## config.mk

```make
export PLATFORM = sky130hd
export DESIGN_NAME = wwd_top
export DESIGN_NICKNAME = d
export VERILOG_FILES = /design/src/verilog/wwd_pkg.sv /design/src/verilog/wwd_top.sv
export SDC_FILE = /design/constraint.sdc
export NUM_CORES = 1
export LEC_CHECK = 0
export BUFFER_PORTS_ARGS = -buffer_cell sky130_fd_sc_hd__clkbuf_2
export CAP_MARGIN = 0
export CORE_ASPECT_RATIO = 0.9
export CORE_MARGIN = 2
export CORE_UTILIZATION = 30
export DETAILED_ROUTE_END_ITERATION = 8
export SKIP_CTS_REPAIR_TIMING = 1
export SLEW_MARGIN = 20
export SYNTH_ARGS = -nofsm -noshare
export SYNTH_HDL_FRONTEND = slang
export SYNTH_SLANG_ARGS = --single-unit
```

## constraint.sdc

```tcl
create_clock -name pclk -period 3.5 [get_ports pclk]
set_input_delay 0 -clock pclk [delete_from_list [all_inputs] [get_ports pclk]]
set_output_delay 0 -clock pclk [all_outputs]
set_load 0.005 [all_outputs]
```

## src/verilog/wwd_pkg.sv

```systemverilog
`default_nettype none
package wwd_pkg;
    localparam int unsigned CLK_HZ = 40_000_000;
    // pin strap state of the programming pins
    typedef enum logic [1:0] {
        WWD_PIN_CAP  = 2'h0,
        WWD_PIN_PULL = 2'h1,
        WWD_PIN_OPEN = 2'h2
    } wwd_pin_e;
    // watchdog state machine, gray along the usual path
    typedef enum logic [1:0] {
        WWD_ST_STARTUP = 2'h0,
        WWD_ST_WATCH   = 2'h1,
        WWD_ST_TIMEOUT = 2'h3,
        WWD_ST_OFF     = 2'h2
    } wwd_state_e;
    typedef struct packed {
        logic     sel0;
        logic     sel1;
        wwd_pin_e timeout_pin;
        wwd_pin_e delay_pin;
    } wwd_cfg_s;
    // apb register map
    localparam logic [11:0] WWD_CTRL_OFS   = 12'h000;
    localparam logic [11:0] WWD_STATUS_OFS = 12'h004;
    localparam logic [11:0] WWD_CNT_OFS    = 12'h008;
    localparam logic [31:0] WWD_CTRL_RST   = 32'h0000_0000;
    localparam int unsigned WWD_CTRL_SEL0_BIT = 0;
    localparam int unsigned WWD_CTRL_SEL1_BIT = 1;
    localparam int unsigned WWD_CTRL_TPIN_LSB = 4;
    localparam int unsigned WWD_CTRL_DPIN_LSB = 8;
    localparam int unsigned WWD_CW = 24;
endpackage : wwd_pkg
`default_nettype wire

```

## src/verilog/wwd_top.sv

```systemverilog
// Overview of operation
// - kicks ignored until startup reset delay ends
// - kicks ignored while timeout output low
// - kicks ignored while watchdog disabled
// - select pins plus timeout pin pick window
// - timeout from capacitor value or preset
// - reset delay from capacitor value or preset
// - timeout output low exactly reset delay unless disabled during the pulse
// - disabled watchdog keeps timeout output high
//
// The APB interface to the registers and the address map are this design's own decisions.
`timescale 1ns/1ps
`default_nettype none
module wwd_top #(
    parameter int unsigned CW         = 24,
    // capacitor programmed values, in cycles
    parameter int unsigned CAP_UPPER  = 400_000,
    parameter int unsigned CAP_LOWER  = 50_000,
    parameter int unsigned CAP_DELAY  = 200_000,
    // preset values, in cycles
    parameter int unsigned PRE_UPPER  = 40_000,
    parameter int unsigned PRE_LOWER  = 5_000,
    parameter int unsigned PULL_UPPER = 80_000,
    parameter int unsigned PULL_LOWER = 10_000,
    parameter int unsigned OPEN_DELAY = 8_000,
    parameter int unsigned PULL_DELAY = 16_000
) (
    // clock and reset
    input  wire logic               pclk,
    input  wire logic               presetn,
    // apb slave
    input  wire logic               psel,
    input  wire logic               penable,
    input  wire logic               pwrite,
    input  wire logic [11:0]        paddr,
    input  wire logic [31:0]        pwdata,
    output logic      [31:0]        prdata,
    output logic                    pready,
    output logic                    pslverr,
    // watchdog pins
    input  wire logic               kick_input,
    output logic                    timeout_output_n
);
    import wwd_pkg::*;

    ////////////////////////////////////////////////////////////////////
    logic [31:0]      ctrl_reg;
    wwd_cfg_s         cfg;
    wwd_state_e       state_reg;
    logic [CW-1:0]    cnt_reg;
    logic             kick_d_reg;
    logic             early_reg;
    logic             late_reg;
    logic [CW-1:0]    upper_t;
    logic [CW-1:0]    lower_t;
    logic [CW-1:0]    delay_t;
    logic             disabled;
    logic             kick_fall;
    logic             wr_en;
    logic             rd_en;
    logic             addr_ok;

    ////////////////////////////////////////////////////////////////////
    // apb: zero wait states, unmapped address answers pslverr
    assign pready = 1'b1;
    assign wr_en  = psel && penable && pwrite;
    assign rd_en  = psel && penable && !pwrite;
    always_comb begin
        if (paddr == WWD_CTRL_OFS) begin
            addr_ok = 1'b1;
        end else if (paddr == WWD_STATUS_OFS) begin
            addr_ok = 1'b1;
        end else if (paddr == WWD_CNT_OFS) begin
            addr_ok = 1'b1;
        end else begin
            addr_ok = 1'b0;
        end
    end
    assign pslverr = psel && penable && !addr_ok;

    always_ff @(posedge pclk or negedge presetn) begin
        if (!presetn) begin
            ctrl_reg <= WWD_CTRL_RST;
        end else if (wr_en && paddr == WWD_CTRL_OFS) begin
            ctrl_reg <= {20'h0_0000, pwdata[11:0] & 12'h333};
        end
    end

    always_ff @(posedge pclk or negedge presetn) begin
        if (!presetn) begin
            prdata <= 32'h0000_0000;
        end else if (psel && !penable && !pwrite) begin
            if (paddr == WWD_CTRL_OFS) begin
                prdata <= ctrl_reg;
            end else if (paddr == WWD_STATUS_OFS) begin
                prdata <= {26'h000_0000, late_reg, early_reg,
                           disabled, !timeout_output_n, state_reg};
            end else if (paddr == WWD_CNT_OFS) begin
                prdata <= {{(32-CW){1'b0}}, cnt_reg};
            end else begin
                prdata <= 32'h0000_0000;
            end
        end
    end

    ////////////////////////////////////////////////////////////////////
    // strap decode
    assign cfg.sel0        = ctrl_reg[WWD_CTRL_SEL0_BIT];
    assign cfg.sel1        = ctrl_reg[WWD_CTRL_SEL1_BIT];
    assign cfg.timeout_pin = wwd_pin_e'(ctrl_reg[WWD_CTRL_TPIN_LSB +: 2]);
    assign cfg.delay_pin   = wwd_pin_e'(ctrl_reg[WWD_CTRL_DPIN_LSB +: 2]);

    // sel 01 disables; numeric tables not modelled, ratios scale presets
    always_comb begin
        disabled = (cfg.sel1 == 1'b0) && (cfg.sel0 == 1'b1);
        case (cfg.timeout_pin)
            WWD_PIN_CAP: begin
                upper_t = CW'(CAP_UPPER);
                lower_t = CW'(CAP_LOWER);
            end
            WWD_PIN_PULL: begin
                upper_t = CW'(PULL_UPPER);
                lower_t = CW'(PULL_LOWER);
            end
            default: begin
                upper_t = CW'(PRE_UPPER);
                lower_t = CW'(PRE_LOWER);
            end
        endcase
        if (cfg.sel1) begin
            lower_t = lower_t >> (cfg.sel0 ? 2 : 1);
        end
        case (cfg.delay_pin)
            WWD_PIN_CAP:  delay_t = CW'(CAP_DELAY);
            WWD_PIN_PULL: delay_t = CW'(PULL_DELAY);
            default:      delay_t = CW'(OPEN_DELAY);
        endcase
    end

    ////////////////////////////////////////////////////////////////////
    // kick edge; kick_input taken as synchronous
    always_ff @(posedge pclk or negedge presetn) begin
        if (!presetn) begin
            kick_d_reg <= 1'b1;
        end else begin
            kick_d_reg <= kick_input;
        end
    end
    assign kick_fall = kick_d_reg && !kick_input;

    ////////////////////////////////////////////////////////////////////
    // watchdog state machine, times as cycle counts
    always_ff @(posedge pclk or negedge presetn) begin
        if (!presetn) begin
            state_reg <= WWD_ST_STARTUP;
            cnt_reg   <= '0;
        end else begin
            case (state_reg)
                WWD_ST_STARTUP: begin
                    // kicks ignored during power-up delay
                    if (cnt_reg + 1'b1 >= delay_t) begin
                        state_reg <= disabled ? WWD_ST_OFF : WWD_ST_WATCH;
                        cnt_reg   <= '0;
                    end else begin
                        cnt_reg <= cnt_reg + 1'b1;
                    end
                end
                WWD_ST_WATCH: begin
                    if (disabled) begin
                        state_reg <= WWD_ST_OFF;
                        cnt_reg   <= '0;
                    end else if (kick_fall && cnt_reg < lower_t) begin
                        state_reg <= WWD_ST_TIMEOUT;
                        cnt_reg   <= '0;
                    end else if (kick_fall) begin
                        cnt_reg <= '0;
                    end else if (cnt_reg + 1'b1 >= upper_t) begin
                        state_reg <= WWD_ST_TIMEOUT;
                        cnt_reg   <= '0;
                    end else begin
                        cnt_reg <= cnt_reg + 1'b1;
                    end
                end
                WWD_ST_TIMEOUT: begin
                    // kick ignored here; disable ends the pulse early
                    if (disabled) begin
                        state_reg <= WWD_ST_OFF;
                        cnt_reg   <= '0;
                    end else if (cnt_reg + 1'b1 >= delay_t) begin
                        state_reg <= WWD_ST_WATCH;
                        cnt_reg   <= '0;
                    end else begin
                        cnt_reg <= cnt_reg + 1'b1;
                    end
                end
                default: begin
                    cnt_reg <= '0;
                    if (!disabled) begin
                        state_reg <= WWD_ST_WATCH;
                    end
                end
            endcase
        end
    end

    // sticky cause flags, replaced by the new cause when the next timeout starts
    always_ff @(posedge pclk or negedge presetn) begin
        if (!presetn) begin
            early_reg <= 1'b0;
            late_reg  <= 1'b0;
        end else if (state_reg == WWD_ST_WATCH && !disabled) begin
            if (kick_fall && cnt_reg < lower_t) begin
                early_reg <= 1'b1;
                late_reg  <= 1'b0;
            end else if (!kick_fall && cnt_reg + 1'b1 >= upper_t) begin
                early_reg <= 1'b0;
                late_reg  <= 1'b1;
            end
        end
    end

    assign timeout_output_n = (state_reg != WWD_ST_TIMEOUT);

    ////////////////////////////////////////////////////////////////////
    property p_early_kick;
        @(posedge pclk) disable iff (!presetn)
        (state_reg == WWD_ST_WATCH && !disabled && kick_fall
         && cnt_reg < lower_t) |=> !timeout_output_n;
    endproperty
    a_early_kick: assert property (p_early_kick)
        else $error("early kick did not cause timeout");

    property p_disabled_high;
        @(posedge pclk) disable iff (!presetn)
        disabled && $past(disabled) |-> timeout_output_n;
    endproperty
    a_disabled_high: assert property (p_disabled_high)
        else $error("output low while disabled");

    property p_startup_ignore;
        @(posedge pclk) disable iff (!presetn)
        (state_reg == WWD_ST_STARTUP) |=> timeout_output_n;
    endproperty
    a_startup_ignore: assert property (p_startup_ignore)
        else $error("timeout during startup delay");

    property p_timeout_kick;
        @(posedge pclk) disable iff (!presetn)
        (state_reg == WWD_ST_TIMEOUT && cnt_reg + 1'b1 < delay_t
         && !disabled) |=> (state_reg == WWD_ST_TIMEOUT);
    endproperty
    a_timeout_kick: assert property (p_timeout_kick)
        else $error("timeout pulse ended early");

    property p_timeout_len;
        @(posedge pclk) disable iff (!presetn)
        (state_reg == WWD_ST_TIMEOUT && cnt_reg + 1'b1 >= delay_t
         && !disabled) |=> timeout_output_n;
    endproperty
    a_timeout_len: assert property (p_timeout_len)
        else $error("timeout pulse too long");

    property p_disable_ignore;
        @(posedge pclk) disable iff (!presetn)
        (state_reg == WWD_ST_OFF && disabled) |=> (cnt_reg == '0);
    endproperty
    a_disable_ignore: assert property (p_disable_ignore)
        else $error("counter moved while disabled");

    property p_late;
        @(posedge pclk) disable iff (!presetn)
        (state_reg == WWD_ST_WATCH && !disabled && !kick_fall
         && cnt_reg + 1'b1 >= upper_t) |=> !timeout_output_n;
    endproperty
    a_late: assert property (p_late)
        else $error("missing kick did not time out");

    property p_select;
        @(posedge pclk) disable iff (!presetn)
        (cfg.sel1 && cfg.sel0) |-> (lower_t <= upper_t);
    endproperty
    a_select: assert property (p_select)
        else $error("window bounds inverted");

    property p_delay_sel;
        @(posedge pclk) disable iff (!presetn)
        (cfg.delay_pin == WWD_PIN_PULL) |-> (delay_t == CW'(PULL_DELAY));
    endproperty
    a_delay_sel: assert property (p_delay_sel)
        else $error("wrong reset delay selected");

    property p_startup_kick;
        @(posedge pclk) disable iff (!presetn)
        (state_reg == WWD_ST_STARTUP && kick_fall
         && cnt_reg + 1'b1 < delay_t) |=> (state_reg == WWD_ST_STARTUP);
    endproperty
    a_startup_kick: assert property (p_startup_kick)
        else $error("kick acted during startup delay");

    property p_timeout_ignore;
        @(posedge pclk) disable iff (!presetn)
        (state_reg == WWD_ST_TIMEOUT && kick_fall && !disabled
         && cnt_reg + 1'b1 < delay_t) |=> (cnt_reg == $past(cnt_reg) + 1'b1);
    endproperty
    a_timeout_ignore: assert property (p_timeout_ignore)
        else $error("kick acted while output low");

    property p_window_kick;
        @(posedge pclk) disable iff (!presetn)
        (state_reg == WWD_ST_WATCH && !disabled && kick_fall
         && cnt_reg >= lower_t) |=> (cnt_reg == '0 && timeout_output_n);
    endproperty
    a_window_kick: assert property (p_window_kick)
        else $error("kick inside window not accepted");
endmodule : wwd_top
`default_nettype wire

```

==> results of run 1 <==
## placed cells by master (no fill, tap or decap), types with 11 or more instances in the layout
cell	netlist	routed
conb_1	2	14
ha_1	43	43
xnor2_1	12	11
nand3_1	15	15
nand2_1	37	37
inv_1	19	19
o21ai_0	16	15
buf_4	9	33
nor2_1	36	36
a22o_1	16	16
a21oi_1	17	16
clkbuf_2	0	49
nor2b_1	14	14
dfrtp_1	58	57
## final cells by class
class	instances	area [µm²]
Clock inverter	7	140
Inverter	19	71.3
Fill cell	1325	8100
Tap cell	168	210
Sequential cell	59	1480
Timing Repair Buffer	92	613
Clock buffer	9	225
Multi-Input combinational cell	332	2370
## cell families (layout without fill, tap and decap cells)
kind of cell / Yosys count / count (layout) / share of synthesized area
muxes: 11 / 11 / 0.0287
other: 2 / 14 / 0.00187
adders and majority gates: 43 / 43 / 0.134
buffers and inverters: 46 / 127 / 0.0549
and+or+nand+nor: 151 / 151 / 0.202
DFF: 59 / 59 / 0.368
xor gates and xnor gates: 21 / 21 / 0.0459
AOI/OAI and AO/OA: 92 / 92 / 0.164
## per-layer routing
| layer | vias to the layer above | routed length [µm] | track usage | part of all wire |
|---|---|---|---|---|
| met1 | 1645 | 4650 | 0.192 | 0.45 |
| li1 | 1679 | - | - | - |
| met3 | 14 | 599 | 0.0366 | 0.058 |
| met5 | - | 0 | 0 | 0 |
| met2 | 93 | 5000 | 0.259 | 0.48 |
| met4 | 0 | 168 | 0.0593 | 0.016 |
## critical path, cell delays in order, from the launching register on
cell and delay, ps:
dfrtp_1 430, ha_1 240, buf_4 150, nand3_2 170, nor2_1 90, xnor2_1 270
ha_1 210, inv_1 40, a2111oi_0 490, a311o_1 280, a211o_1 190, nand3_1 100
a21o_4 260, buf_12 150, nor2b_1 110
## final timing paths
check,startpoint,end,slack (ps),cells past startpoint
setup / recovery,cnt_reg[0]$_DFF_PN0_,cnt_reg[7]$_DFF_PN0_,240,14
hold / removal,pwrite,ctrl_reg[0]$_DFFE_PN0P_,110,4
setup reg to reg,cnt_reg[0]$_DFF_PN0_,cnt_reg[7]$_DFF_PN0_,240,14
hold reg to reg,prdata[2]$_DFFE_PN0P_,prdata[2]$_DFFE_PN0P_,480,2
max in group asynchronous,presetn,cnt_reg[7]$_DFF_PN0_,2330,3
min in group asynchronous,presetn,ctrl_reg[8]$_DFFE_PN0P_,260,2
## metrics by stage
step | instances | power [W]
floorplan | 437 | 0.000895
global placement | 661 | 0.000955
detailed placement | 661 | 0.000969
CTS | 677 | 0.00207
global route | 686 | 0.00214
finish | 686 | 0.00206
## synth_stat cells (6+ instances only)
cell	n	area share
o21ai_0	16	0.020
and3_1	6	0.0094
mux2i_1	7	0.017
nor4_1	6	0.0094
ha_1	43	0.13
a21o_1	9	0.017
nand2_1	37	0.035
xor2_1	9	0.020
a21oi_1	17	0.021
nor2b_1	14	0.022
xnor2_1	12	0.026
clkbuf_1	12	0.011
nor3_1	6	0.0075
dfrtp_1	58	0.36
inv_1	19	0.018
nand3_1	15	0.019
nor2_1	36	0.034
buf_4	9	0.017
o31ai_1	6	0.011
nand4_1	8	0.012
a22o_1	16	0.035
## power groups by stage
stage / Clock, W / Sequential (W) / Combinational [W]
2_1_floorplan: 0 / 0.000729 / 0.000166
3_3_place_gp: 0 / 0.000737 / 0.000218
3_5_place_dp: 0 / 0.000739 / 0.000229
4_1_cts: 0.00111 / 0.000727 / 0.000234
5_1_grt: 0.00114 / 0.000730 / 0.000269
6_report: 0.00109 / 0.000727 / 0.000240
==> results.md, run 1 <==
* Status: finished clean
* IO buf count at 49
* Synth unique cells at 56
* Critical Path End Type: flop
* Share of cells above drive strength 1 at 0.236
* TritonCTS Sinks at between 50 and 60
* Clock Path Buffers at 2
* Final Max Slew Viols at 0
* Die Area at ~14,000 µm²
* Dpl hpwl at 8.12 mm
* Crit share post-route at 0.930
* PD cells at 403 nW/µm²
* Post-Route Setup TNS at 0 ps
* Asr flop ratio synth at 1.00
* Critical Path Start Type: flop
* DP Area at between 4000 and 5000 µm²
* Yosys reg bits at 59
* Fin nets at 606
* Clk slew on worst S/H paths at 50 ps
* CTS Buf Count at 9
* IO Pins at 85
* Max_cap viols at 0
* Register area share after synthesis at 0.368
* EDFF count, synth at 0
* Slew headroom at 0.458
* Worst EP arrival at 3520 ps
* Hold Worst Slack at 112 ps
* Final Skew at 6.79 ps
* RSZ-0062 raised after global routing: no
* Largest net degree at the start of global routing at 32
* Die Ht at 114 µm
* Final instance area at 5110 µm²
* Post-Synthesis Cell Area at 4010 µm²
* DR pass1 iterations at 4
* Synthesized area per cell at roughly 9.4 µm²
* DR vias at around 3.4k
* Hold Path Class: in2reg
* Vias in the first global route at ~3.6k
* Combinational share of power at 0.117
* Placer congestion estimate at 0.863
* Starting Density at 0.304
* DRT iter0 DRCs at 198
* Sequential share of power at 0.353
* Post-route antenna net violation count at 0
* Dpl ws at 119 ps
* Int Power at between 0.0015 and 0.002 W
* Final setup fails at 0
* Area grow syn2layout at 27.4%
* H-tree lvl count at 3
* GRT Util Overall at 0.154
* Worst skew pair latency at 340 ps
* Ant diodes at 0
* Via-per-instance ratio at 5.00
* CTS root buf: clkbuf_16
* Final setup margin at between 200 and 250 ps
* Antenna violations before repair at 0
* Worst Max-Slew Pin Slew at 806 ps
* Worst Path Max Fanout at 11
* Core Region at ~13,000 µm²
* Die Wd at 126 µm
* Sw Ratio at 0.235
* Worst vdd ir at 0.203 mV
* Syn Inst Count at approximately 430
* Core Rows at 40
* Critical Path RT at 3760 ps
* Pleak at 2.50 nW
* TritonCTS clock tree: built
* P_sw at 0.000484 W
* Critical path class: reg2reg
* First-pass GRT wire length at 17.5 mm
* Final Critical Period at roughly 3300 ps
* Final Util at 0.387
* Wire per inst at 15.2 µm
* Max Clk Rate at 0.307 GHz
* Final wirelength at 10.4 mm
* Synth warnings at 0
* Final Hold Fails at 0
* Clk network pwr share at 0.531
* Ys flop type: dfrtp_1
* GRT overflow at 0
* Number of remaining DRC errors at 0
(Power assumes the default switching activity.)
==> run 2: changes to the inputs <==
--- a/config.mk
+++ b/config.mk
@@ -7,10 +7,13 @@
 export LEC_CHECK = 0
 export BUFFER_PORTS_ARGS = -buffer_cell sky130_fd_sc_hd__clkbuf_2
 export CAP_MARGIN = 0
+export CELL_PAD_IN_SITES_DETAIL_PLACEMENT = 1
+export CELL_PAD_IN_SITES_GLOBAL_PLACEMENT = 1
 export CORE_ASPECT_RATIO = 0.9
 export CORE_MARGIN = 2
 export CORE_UTILIZATION = 30
 export DETAILED_ROUTE_END_ITERATION = 8
+export PLACE_DENSITY_LB_ADDON = 0.1
 export SKIP_CTS_REPAIR_TIMING = 1
 export SLEW_MARGIN = 20
 export SYNTH_ARGS = -nofsm -noshare
==> run 2 against run 1 <==
  * Clock skew decreased by 0.52 ps
  * Power fell by 5.2%
  * Fmax rose by 0.31%
  * Core utilization rose by 0.12 points
  * Sequential power about the same
  * Die area unchanged
  * Largest power group unchanged
  * Highest routed layer unchanged
==> results.md, run 2 (same netlist as run 1, synthesis figures left out) <==
* Status: finished clean
* Die Ht at 114 µm
* R2r worst-path depth at 15
* Share of cells above drive strength 1 at 0.247
* PD cells at about 380 nW/µm²
* Dpl hpwl at 9.73 mm
* Flop2flop setup slack at approximately 250 ps
* Met3 WL at 415 µm
* Critical Path End Type: flop
* RSZ-0062 raised after global routing: no
* Clk slew on worst S/H paths at 50 ps
* Most common cell after layout, fill and taps aside: dfrtp_1
* Worst skew pair latency at ~340 ps
* Register Area at 1480 µm²
* Filler cells at 1,536
* Final Hold Fails at 0
* Hold_sp: pwrite
* Biggest cell delay along the critical path at 420 ps
* DR pass1 iterations at 4
* Post-Route Setup TNS at 0 ps
* Fin nets at approximately 610
* Number of remaining DRC errors at 0
* CTS root buf: clkbuf_16
* Placer congestion estimate at 0.803
* H-tree lvl count at 3
* Starting Density at 0.304
* Via-per-instance ratio at between 5 and 6
* GRT Util Overall at 0.184
* Worst Max-Slew Pin Slew at 950 ps
* Final instance area at just over 5000 µm²
* Final setup margin at 255 ps
* Vias in the first global route at about 3.8k
* Wire per inst at between 15 and 20 µm
* Commonest non-fill, non-tap cells in the layout: dfrtp_1 (58), clkbuf_2 (49), ha_1 (43), buf_4 (42), nand2_1 (37)
* Worst Hold Depth at 5
* Worst vdd ir at roughly 0.23 mV
* Post-route antenna net violation count at 0
* Hold Worst Slack at 130 ps
* Largest net degree at the start of global routing at 32
* Hold endpoint: ctrl_reg[5]$_DFFE_PN0P_
* Slew headroom at 0.361
* Met1 WL at 6.21 mm
* TritonCTS Sinks at 59
* First-pass GRT wire length at between 20 and 25 mm
* Critical Path Start Type: flop
* IO Pins at 85
* Ant diodes at 0
* Die Wd at 126 µm
* GRT overflow at 0
* Pleak at approximately 2.5 nW
* Die Area at 14,300 µm²
* Core Region at 13,200 µm²
* TritonCTS clock tree: built
* DR vias at 3,485
* CP cell instances: ha_1 > and3_1 > nand2_1 > nor2_1 > xor2_1 > ha_1 > o21ai_0 > a211oi_1 > o21ai_0 > a311o_1 > a211o_1 > nand3_1 > a21o_4 > buf_12 > nor2_1
* Area grow syn2layout at 27.8%
* Final Max Slew Viols at 0
* DRT iter0 DRCs at 151
* Critical path's slowest cell: dfrtp_1
* Final Util at 0.388
* Final Critical Period at roughly 3200 ps
* IO buf count at a little under 50
* Final wirelength at 12.5 mm
* CTS Buf Count at 9
* Core Rows at 40
* Final Skew at 6.27 ps
* Final setup fails at 0
* Antenna violations before repair at 0
* Max Clk Rate at 0.308 GHz
* DP Area at 4700 µm²
* Area used by multi-input combinational logic at 2380 µm²
* Crit share post-route at 0.927
* Max_cap viols at 0
* Top layer in use: met4
* Critical Path RT at about 3700 ps
* Worst EP arrival at 3470 ps
* Hold Path Class: in2reg
* Worst Path Max Fanout at 10
* Reg2reg end: cnt_reg[5]$_DFF_PN0_
* Dpl ws at 216 ps
* Clock Path Buffers at 2
* FF-to-FF Start: cnt_reg[0]$_DFF_PN0_
* Critical path class: reg2reg
* Wire length on met2 at around 5.7 mm
==> run 2: cell count changes in the layout (fill, tap and decap cells not counted), sizes merged <==
cell    before  now
buf         35   43
bufinv       4    2
clkbuf      58   59
clkinv       1    2
==> run 2: how the worst max path moves through the flow <==
stage / startpoint / to / slack [ps] / cells past startpoint
after floorplan: cnt_reg[5]$_DFF_PN0_ / state_reg[0]$_DFFE_PN0P_ / 430 / 14
final: cnt_reg[0]$_DFF_PN0_ / cnt_reg[5]$_DFF_PN0_ / 250 / 15
after global placement: cnt_reg[0]$_DFF_PN0_ / cnt_reg[10]$_DFF_PN0_ / 200 / 14
after CTS: cnt_reg[5]$_DFF_PN0_ / state_reg[0]$_DFFE_PN0P_ / 180 / 13
after global routing: cnt_reg[0]$_DFF_PN0_ / cnt_reg[5]$_DFF_PN0_ / 9 / 15
after detailed placement: cnt_reg[0]$_DFF_PN0_ / state_reg[0]$_DFFE_PN0P_ / 220 / 14
==> run 2: per-layer routing <==
layer	track usage	vias up
met5	0	-
met4	0.0593	0
met3	0.0375	13
met2	0.292	65
met1	0.252	1716
li1	-	1691
==> run 2: layout make-up <==
type	count	area share
clock inverters	6	0.0173
inverters	19	0.0139
clock buffers	10	0.0466
repair buffers	100	0.129
multi-input cells	332	0.464
flip-flops and latches	59	0.288
well taps	168	0.0410
==> run 2: worst max-delay path: cells and delay by family, from the launching register on <==
family                     cells  cell delay, ps
DFF                            1             420
buffers and inverters          1             140
adders and majority gates      2             530
and+or+nand+nor                5             580
xor gates and xnor gates       1             150
AOI/OAI and AO/OA              6            1320
==> run 2: metrics by stage <==
step,power [W],instances
global placement,0.000963,670
floorplan,0.000895,437
detailed placement,0.000976,670
CTS,0.00197,686
finish,0.00195,694
global route,0.00204,694
==> run 2: report_power, final <==
part	switching [W]	leakage, nW	internal (W)
sequential	0.0000254	0.789	0.000701
combinational	0.000138	1.56	0.000110
clock	0.000338	0.155	0.000642
